`src/logic/pcf_pkg.sv`:
```
// constants for the pll configuration and clock flag block
package pcf_pkg;
  // ----------------------------------------------------------------
  // register offsets
  // ----------------------------------------------------------------
  localparam logic [7:0] PCF_OFS_MULT = 8'h34;
  localparam logic [7:0] PCF_OFS_REF_DIVIDER_VALUE = 8'h35;
  localparam logic [7:0] PCF_OFS_POST_DIVIDER_VALUE = 8'h36;
  localparam logic [7:0] PCF_OFS_FLAGS = 8'h37;
  localparam logic [7:0] PCF_OFS_IRQEN = 8'h38;
  localparam logic [7:0] PCF_OFS_CLKSEL = 8'h39;
  localparam logic [7:0] PCF_OFS_WRITE_PROTECT_BIT = 8'h3a;

  // ----------------------------------------------------------------
  // reset values
  // ----------------------------------------------------------------
  localparam logic [7:0] PCF_RST_MULT = 8'h00;
  localparam logic [7:0] PCF_RST_REF_DIVIDER_VALUE = 8'h0f;
  localparam logic [4:0] PCF_RST_POST_DIVIDER_VALUE = 5'h03;
  localparam logic [2:0] PCF_RST_IRQEN = 3'h0;
  localparam logic PCF_RST_CLKSEL = 1'b1;
  localparam logic PCF_RST_WRITE_PROTECT_BIT = 1'b0;

  // ----------------------------------------------------------------
  // field positions
  // ----------------------------------------------------------------
  localparam int PCF_RANGE_HI = 7;
  localparam int PCF_RANGE_LO = 6;
  localparam int PCF_MULT_HI = 5;
  localparam int PCF_REF_DIVIDER_VALUE_HI = 3;
  localparam int PCF_POST_DIVIDER_VALUE_HI = 4;
  localparam int PCF_FLG_TICK = 7;
  localparam int PCF_FLG_POR = 6;
  localparam int PCF_FLG_LVR = 5;
  localparam int PCF_FLG_SETTLE = 4;
  localparam int PCF_FLG_LOCK = 3;
  localparam int PCF_FLG_ILLEGAL_ADDRESS_RESET_FLAG = 2;
  localparam int PCF_FLG_OSCCHG = 1;
  localparam int PCF_FLG_OSCQ = 0;
  localparam int PCF_IRQ_TICK = 7;
  localparam int PCF_IRQ_SETTLE = 4;
  localparam int PCF_IRQ_OSC = 1;
  localparam int PCF_CLKSEL_BIT = 7;
  localparam int PCF_WRITE_PROTECT_BIT_BIT = 0;

  // ----------------------------------------------------------------
  // timing
  // ----------------------------------------------------------------
  localparam int PCF_CLK_PERIOD_NS = 10;
  localparam int PCF_IRC_PERIOD_NS = 1000;
  localparam int PCF_IRC_CYCLES = PCF_IRC_PERIOD_NS / PCF_CLK_PERIOD_NS;
  localparam logic [6:0] PCF_IRC_LAST = 7'(PCF_IRC_CYCLES - 1);
  localparam logic [1:0] PCF_INT_REF_RANGE = 2'h0;
  localparam int PCF_VCO_REF_FACTOR_SHIFT = 1;
  localparam int PCF_WIN_SHIFT = 3;
  localparam logic [3:0] PCF_WIN_LAST = 4'((1 << PCF_WIN_SHIFT) - 1);
  localparam logic [11:0] PCF_LOCK_TOL = 12'h004;
  localparam logic [1:0] PCF_LOCK_STABLE = 2'h2;
  localparam logic [11:0] PCF_OSC_MIN_TICKS = 12'h004;
  localparam logic [4:0] PCF_UNLOCK_DIV = 5'h03;
endpackage : pcf_pkg

```
`src/logic/pcf_top.sv`:
```
// pll configuration registers, lock and oscillator qualification, clock flags
//
// Local design decision: strobed register access.
`timescale 1ns/1ns

// Notes on behaviour
// pll config writes need unprotected and pll select
// accepted config write clears lock and qualified
// locked vco equals twice reference times multiplier+1
// software picks vco range 00 or 01 only
// reference is osc over divider+1, else internal
// internal reference forces fixed filter range
// software picks reference range by reference frequency
// post divider write needs pll select set
// pll output vco over post+1, unlocked over 4
// bus clock is half of selected source
// tick flag sets per tick, write one clears
// power-on flag survives system reset, write clears
// low-voltage flag set by lvr and power-on
// illegal-address flag, cleared by power-on or write one
// lock change flag sets on any lock change
// lock status read-only, within tolerance means one; code sets it only after two windows in a row within tolerance
// osc change flag sets on qualified change
// qualified bit gates can osc clock, full stop clears
// qualification counts osc against reference-tick window
// lock loss clears qualified unless pseudo stop
// enabled set flags request an interrupt
// pll select forced on unqualified or full stop
// lock by windowed vco count with tolerance
module pcf_top
  import pcf_pkg::*;
(
  input wire logic ref_clk_in,
  input wire logic rstn_in,
  input wire logic sys_reset_in,
  input wire logic [7:0] addr_in,
  input wire logic [7:0] wr_data_in,
  input wire logic wr_en_in,
  input wire logic rd_en_in,
  input wire logic ext_osc_enable_in,
  input wire logic osc_tick_in,
  input wire logic vco_tick_in,
  input wire logic periodic_tick_in,
  input wire logic full_stop_entry_in,
  input wire logic pseudo_stop_in,
  input wire logic lvr_event_in,
  input wire logic illegal_address_reset_flag_event_in,
  output logic [7:0] rd_data_out,
  output logic lock_out,
  output logic osc_qualified_out,
  output logic pll_source_select_out,
  output logic [1:0] vco_range_sel_out,
  output logic [1:0] ref_range_sel_out,
  output logic pll_clk_en_out,
  output logic bus_clk_en_out,
  output logic can_osc_en_out,
  output logic irq_req_out
);

  // ----------------------------------------------------------------
  // state
  // ----------------------------------------------------------------
  typedef struct packed {
    logic [7:0] mult;
    logic [7:0] ref_divider_value;
    logic [4:0] post;
    logic [2:0] irq_en;
    logic clksel;
    logic write_protect_bit;
    logic tick_flag;
    logic power_on_reset_flag;
    logic low_voltage_reset_flag;
    logic settle_change_flag;
    logic illegal_address_reset_flag;
    logic osc_change_flag;
    logic lock;
    logic osc_qualified;
    logic [3:0] ref_div_cnt;
    logic [6:0] irc_cnt;
    logic [4:0] post_cnt;
    logic bus_ph;
    logic [3:0] win_cnt;
    logic [11:0] vco_cnt;
    logic [11:0] osc_cnt;
    logic [1:0] stable_cnt;
    logic [1:0] ref_filter;
    logic [7:0] rd_data;
    logic pll_en;
    logic bus_en;
    logic can_en;
    logic irq;
  } pcf_state_s;

  localparam pcf_state_s PCF_RST_STATE = '{
    mult: PCF_RST_MULT,
    ref_divider_value: PCF_RST_REF_DIVIDER_VALUE,
    post: PCF_RST_POST_DIVIDER_VALUE,
    irq_en: PCF_RST_IRQEN,
    clksel: PCF_RST_CLKSEL,
    write_protect_bit: PCF_RST_WRITE_PROTECT_BIT,
    power_on_reset_flag: 1'b1,
    low_voltage_reset_flag: 1'b1,
    default: '0
  };

  pcf_state_s state_ff;
  pcf_state_s nxt_state;

  // ----------------------------------------------------------------
  // helpers
  // ----------------------------------------------------------------
  // set wins over a write-one clear in the same cycle
  function automatic logic flag_next(input logic cur, input logic set, input logic clr);
    flag_next = set | (cur & ~clr);
  endfunction : flag_next

  function automatic logic hit(input logic [7:0] addr, input logic [7:0] ofs);
    hit = (addr == ofs);
  endfunction : hit

  // ----------------------------------------------------------------
  // next state
  // ----------------------------------------------------------------
  always_comb begin
    pcf_state_s n;
    pcf_state_s keep;
    logic cfg_ok;
    logic acc_mult;
    logic acc_ref;
    logic acc_post;
    logic flg_wr;
    logic ref_tick;
    logic win_end;
    logic match;
    logic [6:0] mult_p1;
    logic [11:0] expected;
    logic [11:0] diff;
    logic [4:0] div_sel;
    logic pll_tick;
    logic src_tick;
    logic [7:0] rmux;
    n = state_ff;
    keep = PCF_RST_STATE;
    // config write gating
    cfg_ok = ~state_ff.write_protect_bit & state_ff.clksel;
    acc_mult = wr_en_in & hit(addr_in, PCF_OFS_MULT) & cfg_ok;
    acc_ref = wr_en_in & hit(addr_in, PCF_OFS_REF_DIVIDER_VALUE) & cfg_ok;
    // post divider needs pll select
    acc_post = wr_en_in & hit(addr_in, PCF_OFS_POST_DIVIDER_VALUE) & state_ff.clksel;
    flg_wr = wr_en_in & hit(addr_in, PCF_OFS_FLAGS);
    if (acc_mult) begin
      n.mult = wr_data_in;
    end
    if (acc_ref) begin
      n.ref_divider_value = {wr_data_in[PCF_RANGE_HI:PCF_RANGE_LO], 2'h0, wr_data_in[PCF_REF_DIVIDER_VALUE_HI:0]};
    end
    if (acc_post) begin
      n.post = wr_data_in[PCF_POST_DIVIDER_VALUE_HI:0];
    end
    if (wr_en_in && hit(addr_in, PCF_OFS_IRQEN)) begin
      n.irq_en = {wr_data_in[PCF_IRQ_TICK], wr_data_in[PCF_IRQ_SETTLE], wr_data_in[PCF_IRQ_OSC]};
    end
    if (wr_en_in && hit(addr_in, PCF_OFS_WRITE_PROTECT_BIT)) begin
      n.write_protect_bit = wr_data_in[PCF_WRITE_PROTECT_BIT_BIT];
    end

    // reference tick source and divider
    ref_tick = 1'b0;
    if (ext_osc_enable_in) begin
      n.irc_cnt = '0;
      if (osc_tick_in) begin
        if (state_ff.ref_div_cnt >= state_ff.ref_divider_value[PCF_REF_DIVIDER_VALUE_HI:0]) begin
          n.ref_div_cnt = '0;
          ref_tick = 1'b1;
        end else begin
          n.ref_div_cnt = state_ff.ref_div_cnt + 4'h1;
        end
      end
    end else begin
      n.ref_div_cnt = '0;
      if (state_ff.irc_cnt == PCF_IRC_LAST) begin
        n.irc_cnt = '0;
        ref_tick = 1'b1;
      end else begin
        n.irc_cnt = state_ff.irc_cnt + 7'h01;
      end
    end

    // filter range fixed on internal reference
    n.ref_filter = ext_osc_enable_in ? state_ff.ref_divider_value[PCF_RANGE_HI:PCF_RANGE_LO] : PCF_INT_REF_RANGE;

    // expected vco count per window
    mult_p1 = {1'b0, state_ff.mult[PCF_MULT_HI:0]} + 7'h01;
    expected = 12'({5'h00, mult_p1} << (PCF_WIN_SHIFT + PCF_VCO_REF_FACTOR_SHIFT));
    diff = (state_ff.vco_cnt >= expected) ? state_ff.vco_cnt - expected : expected - state_ff.vco_cnt;
    match = (diff <= PCF_LOCK_TOL);

    // osc counted against reference-tick window
    if (vco_tick_in && state_ff.vco_cnt != 12'hfff) begin
      n.vco_cnt = state_ff.vco_cnt + 12'h001;
    end
    if (osc_tick_in && state_ff.osc_cnt != 12'hfff) begin
      n.osc_cnt = state_ff.osc_cnt + 12'h001;
    end
    win_end = ref_tick & (state_ff.win_cnt == PCF_WIN_LAST);
    if (ref_tick) begin
      n.win_cnt = state_ff.win_cnt + 4'h1;
    end
    // windowed lock detection
    // lock follows tolerance
    if (win_end) begin
      n.win_cnt = '0;
      n.vco_cnt = '0;
      n.osc_cnt = '0;
      if (match) begin
        if (state_ff.stable_cnt != PCF_LOCK_STABLE) begin
          n.stable_cnt = state_ff.stable_cnt + 2'h1;
        end
        n.lock = (n.stable_cnt == PCF_LOCK_STABLE);
      end else begin
        n.stable_cnt = '0;
        n.lock = 1'b0;
      end
      // pseudo stop keeps qualification
      n.osc_qualified = (n.lock | (pseudo_stop_in & state_ff.osc_qualified)) & ext_osc_enable_in &
                        (state_ff.osc_cnt >= PCF_OSC_MIN_TICKS);
    end
    // lock loss drops qualification
    if (state_ff.lock && !n.lock && !pseudo_stop_in) begin
      n.osc_qualified = 1'b0;
    end
    // reconfiguration restarts detection
    if (acc_mult || acc_ref) begin
      n.lock = 1'b0;
      n.osc_qualified = 1'b0;
      n.stable_cnt = '0;
      n.win_cnt = '0;
      n.vco_cnt = '0;
      n.osc_cnt = '0;
    end
    // full stop clears qualification
    if (full_stop_entry_in) begin
      n.osc_qualified = 1'b0;
    end

    // pll select write and forcing
    if (wr_en_in && hit(addr_in, PCF_OFS_CLKSEL) && !state_ff.write_protect_bit) begin
      n.clksel = wr_data_in[PCF_CLKSEL_BIT] | ~state_ff.osc_qualified;
    end
    if (!n.osc_qualified || full_stop_entry_in) begin
      n.clksel = 1'b1;
    end

    // tick flag
    n.tick_flag = flag_next(state_ff.tick_flag, periodic_tick_in, flg_wr & wr_data_in[PCF_FLG_TICK]);
    // power-on flag cleared by software only
    n.power_on_reset_flag = flag_next(state_ff.power_on_reset_flag, 1'b0, flg_wr & wr_data_in[PCF_FLG_POR]);
    // low-voltage flag
    n.low_voltage_reset_flag = flag_next(state_ff.low_voltage_reset_flag, lvr_event_in,
                                         flg_wr & wr_data_in[PCF_FLG_LVR]);
    // illegal-address flag
    n.illegal_address_reset_flag = flag_next(state_ff.illegal_address_reset_flag, illegal_address_reset_flag_event_in,
                                             flg_wr & wr_data_in[PCF_FLG_ILLEGAL_ADDRESS_RESET_FLAG]);
    // lock change flag
    n.settle_change_flag = flag_next(state_ff.settle_change_flag, n.lock ^ state_ff.lock,
                                     flg_wr & wr_data_in[PCF_FLG_SETTLE]);
    // qualified change flag
    n.osc_change_flag = flag_next(state_ff.osc_change_flag, n.osc_qualified ^ state_ff.osc_qualified,
                                  flg_wr & wr_data_in[PCF_FLG_OSCCHG]);

    // pll output divider
    div_sel = state_ff.lock ? state_ff.post : PCF_UNLOCK_DIV;
    pll_tick = 1'b0;
    if (vco_tick_in) begin
      if (state_ff.post_cnt >= div_sel) begin
        n.post_cnt = '0;
        pll_tick = 1'b1;
      end else begin
        n.post_cnt = state_ff.post_cnt + 5'h01;
      end
    end
    n.pll_en = pll_tick;
    // bus clock halves the selected source
    src_tick = state_ff.clksel ? pll_tick : osc_tick_in;
    if (src_tick) begin
      n.bus_ph = ~state_ff.bus_ph;
    end
    n.bus_en = src_tick & state_ff.bus_ph;
    // can osc clock gated by qualification
    n.can_en = osc_tick_in & state_ff.osc_qualified;
    // enabled flags request interrupt
    n.irq = (n.tick_flag & n.irq_en[2]) | (n.settle_change_flag & n.irq_en[1]) |
            (n.osc_change_flag & n.irq_en[0]);

    // ----------------------------------------------------------------
    // read mux
    // ----------------------------------------------------------------
    rmux = 8'h00;
    unique case (addr_in)
      PCF_OFS_MULT: rmux = state_ff.mult;
      PCF_OFS_REF_DIVIDER_VALUE: rmux = state_ff.ref_divider_value;
      PCF_OFS_POST_DIVIDER_VALUE: rmux = {3'h0, state_ff.post};
      PCF_OFS_FLAGS: rmux = {state_ff.tick_flag, state_ff.power_on_reset_flag,
                             state_ff.low_voltage_reset_flag, state_ff.settle_change_flag,
                             state_ff.lock, state_ff.illegal_address_reset_flag,
                             state_ff.osc_change_flag, state_ff.osc_qualified};
      PCF_OFS_IRQEN: rmux = {state_ff.irq_en[2], 2'h0, state_ff.irq_en[1], 2'h0, state_ff.irq_en[0], 1'b0};
      PCF_OFS_CLKSEL: rmux = {state_ff.clksel, 7'h00};
      PCF_OFS_WRITE_PROTECT_BIT: rmux = {7'h00, state_ff.write_protect_bit};
      default: rmux = 8'h00;
    endcase
    n.rd_data = rd_en_in ? rmux : 8'h00;

    // system reset keeps the reset-cause flags
    if (sys_reset_in) begin
      keep.power_on_reset_flag = n.power_on_reset_flag;
      keep.low_voltage_reset_flag = n.low_voltage_reset_flag;
      keep.illegal_address_reset_flag = n.illegal_address_reset_flag;
      n = keep;
    end
    nxt_state = n;
  end

  // ----------------------------------------------------------------
  // registers
  // ----------------------------------------------------------------
  // power-on reset sets power-on and low-voltage flags
  always_ff @(posedge ref_clk_in or negedge rstn_in) begin
    if (!rstn_in) begin
      state_ff <= PCF_RST_STATE;
    end else begin
      state_ff <= nxt_state;
    end
  end

  // ----------------------------------------------------------------
  // outputs
  // ----------------------------------------------------------------
  assign rd_data_out = state_ff.rd_data;
  assign lock_out = state_ff.lock;
  assign osc_qualified_out = state_ff.osc_qualified;
  assign pll_source_select_out = state_ff.clksel;
  assign vco_range_sel_out = state_ff.mult[PCF_RANGE_HI:PCF_RANGE_LO];
  assign ref_range_sel_out = state_ff.ref_filter;
  assign pll_clk_en_out = state_ff.pll_en;
  assign bus_clk_en_out = state_ff.bus_en;
  assign can_osc_en_out = state_ff.can_en;
  assign irq_req_out = state_ff.irq;

endmodule : pcf_top

```
`config.mk`:
```
export PLATFORM = sky130hd
export DESIGN_NAME = pcf_top
export DESIGN_NICKNAME = d
export VERILOG_FILES = /design/src/logic/pcf_pkg.sv /design/src/logic/pcf_top.sv
export SDC_FILE = /design/constraint.sdc
export NUM_CORES = 1
export LEC_CHECK = 0
export CAP_MARGIN = 40
export CORE_AREA = 2 2 112 114
export CTS_CLUSTER_SIZE = 8
export DETAILED_ROUTE_END_ITERATION = 16
export DIE_AREA = 0 0 114 116
export DONT_BUFFER_PORTS = 1
export PLACE_DENSITY_LB_ADDON = 0.05
export RECOVER_POWER = 25
export SYNTH_ARGS = -nofsm -noshare
export SYNTH_HDL_FRONTEND = slang
export SYNTH_SLANG_ARGS = --single-unit
```
`constraint.sdc`:
```
create_clock -name ref_clk_in -period 3.84 [get_ports ref_clk_in]
set_clock_uncertainty 0.2 [all_clocks]
set_input_delay 0.192 -clock ref_clk_in [delete_from_list [all_inputs] [get_ports ref_clk_in]]
set_output_delay 0.192 -clock ref_clk_in [all_outputs]
set_load 0.005 [all_outputs]
```
==> impl_results.md <==
* Post-layout min period at 3650 ps
* RR Startpoint: state_ff[87]
* Fin util at approximately 55%
* Critical Path Start Type: register
* CP Capture Type: register
* Fin. max-slew vios at 94
* Synth Register Bits at between 90 and 100
* Clock tree root driver cell: clkbuf_16
* Antenna Nets Post-Route at 0
* Required @ worst endpoint at ~3900 ps
* FP Rows at 40
* DRC marker count from the first detailed-route iteration at approximately 260
* Min-delay src: vco_tick_in
* RD Place Congestion at between 0.8 and 0.9
* Grt total ovfl at 0
* Commonest non-fill, non-tap cell in the layout: nor2_1
* Max clock buf depth at 2
* TNS Setup at 0 ps
* Largest net degree at the start of global routing at 94
* CP Max Fanout at 6
* Vias/cell at roughly 5.8
* Clock buffer count from CTS at 9
* Final net count at between 700 and 800
* Worst slew pin tran at approximately 2300 ps
* Most frequent cells in the layout: 87 x nor2_1, 82 x dfrtp_1, 60 x nand2_1
* DR vias at 4,671
* Num ports at 48
* Die Ht at 116 um
* Largest cells by area after synthesis: dfrtp_1 37%, ha_1 7.2%, nor2_1 5.7%
* Pwr dens at about 320 nW/um2
* Clk_lat worst skew at ~350 ps
* Ys async rst share at between 90% and 100%
* CP startpoint: state_ff[87]
* Placed wire-length estimate at a little over 10,000 um
* Routed WL at roughly 15,000 um
* Leak Pwr at 2.84 nW
* Area delta synth->final at 13.8%
* Core box area at ~12,000 um2
* Port Buffers at 0
* Outcome: finished, violations left
* Mapped Area at between 5000 and 6000 um2
* Die Area at roughly 13,000 um2
* H-tree depth at 3
* Max Clock Freq at 274 MHz
* WS Path Type: reg2reg
* Post-synth top area share at 36.8%
* Hold Path Class: in2reg
* Clock Sinks at 93
* Initial core utilization at between 40 and 50%
* Fin crit share at a little over nine tenths
* Sequential element share of the synthesized area at around two fifths
* Mapped Cells at around 640
* Top FF cell, synth: dfrtp_1
* First-pass GRT wire length at around 23,000 um
* CTS tree: built
* Total GRT Usage at between 20 and 25%
* DIE WIDTH at 114 um
* Yosys top cell by area: dfrtp_1
* Netlist cell types at 71
* Arrival time at the worst endpoint at 3720 ps
* Worst slew margin at -56.0%
* Share of cells above drive strength 1 at between 10% and 20%
* Drt wl/cell at approximately 18 um
* Syn. warnings at 0
* EDFF count, synth at 0
* First-pass DRT Iterations at 4
* DRC at 0
* Final Hold Viols at 0
* Worst-path clk slew at about 70 ps
* Max-Cap Viols at 1
* Final setup viols at 0
* ANT cells at 0
* Initial antenna violation count at 0
* Syn avg cell area at approximately 9 um2
* Failing checks: max-capacitance violations, max-slew violations
* Post-synth net total at 699
* VDD IR-drop max at 0.204 mV
* Vias in the first global route at 4,545
==> sequential cells by signal (all words and copies together) (netlist names) <==
register,cells
vco_range_sel_out,2
osc_qualified_out,1
ref_range_sel_out,2
irq_req_out,1
pll_source_select_out,1
rd_data_out,8
can_osc_en_out,1
state_ff,74
pll_clk_en_out,1
bus_clk_en_out,1
lock_out,1
==> critical path: stages, from the launching register on <==
cell and delay (ps):
dfrtp_2 460, ha_4 270, ha_1 340, nor4bb_4 200, and4_4 240, or3_1 370, a2111oi_2 400, a31oi_2 210
or2_4 290, o41ai_4 360, o211ai_1 120, o211ai_1 100
==> synth_stat cells (all sizes together) (8+ instances only) <==
master / count
nand2: 60
clkbuf: 14
dfstp: 9
nor3: 13
nor2: 88
nor2b: 9
nand4: 9
nand3: 26
a21oi: 42
o21ai: 14
inv: 37
nand2b: 8
xor2: 16
a21o: 12
xnor2: 25
ha: 33
a22oi: 8
dfrtp: 84
buf: 17
==> kinds of logic after synthesis <==
family / share of synthesized area [%]
buffers and inverters: 5.58
adders and majority gates: 7.57
AOI/OAI and AO/OA: 15.6
xor gates and xnor gates: 6.28
DFF: 40.9
and+or+nand+nor: 22.9
muxes: 1.23
==> metal layers <==
layer	wire (um)	share of wire (%)	global-route usage [%]	up-vias
met5	0	0	0	-
met4	223	1.5	7.64	0
met3	667	4.6	3.87	21
met2	6470	44	34.0	103
met1	7230	50	33.4	2280
li1	-	-	-	2267
==> layout make-up <==
class | count | area, um2
sequential | 93 | 2340
inverter | 37 | 139
multi-input combinational | 475 | 3150
fill | 1102 | 5410
tap | 147 | 184
clock buffer | 11 | 233
timing repair buffer | 42 | 398
clock inverter | 5 | 57.6
==> path summary, 6_finish.rpt <==
kind / slack, ps / to / cells after the start
max in group asynchronous: 1060 / state_ff[87] / 2
min in group asynchronous: 840 / state_ff[33] / 2
hold / removal: 30 / state_ff[48] / 2
setup / recovery: 190 / irq_req_out / 11
setup reg to reg: 190 / irq_req_out / 11
hold reg to reg: 260 / state_ff[50] / 1
==> through the flow <==
step | area, um2 | power [mW] | worst slack (ps) | hold WS, ps | std cells
6_report | 6500 | 2.08 | 191 | 27.6 | 810
5_1_grt | 6500 | 2.15 | -21.0 | 22.6 | 810
4_1_cts | 6420 | 2.09 | 16.1 | 3.08 | 808
3_5_place_dp | 5790 | 1.12 | 35.9 | -301 | 761
3_3_place_gp | 5790 | 1.12 | 135 | -301 | 761
2_1_floorplan | 5720 | 1.10 | 359 | -304 | 636
==> report_power, final <==
group / internal [mW] / switching, mW
clock: 0.508 / 0.398
combinational: 0.0667 / 0.100
sequential: 0.989 / 0.0119
total: 1.56 / 0.511
==> repair_timing <==
action	CTS	global route
endpoints found under the setup margin	0	7
hold buffers	31	0
endpoints found under the hold margin	157	0
setup buffers	0	2
resized for setup	0	17
(Power assumes the default switching activity.)
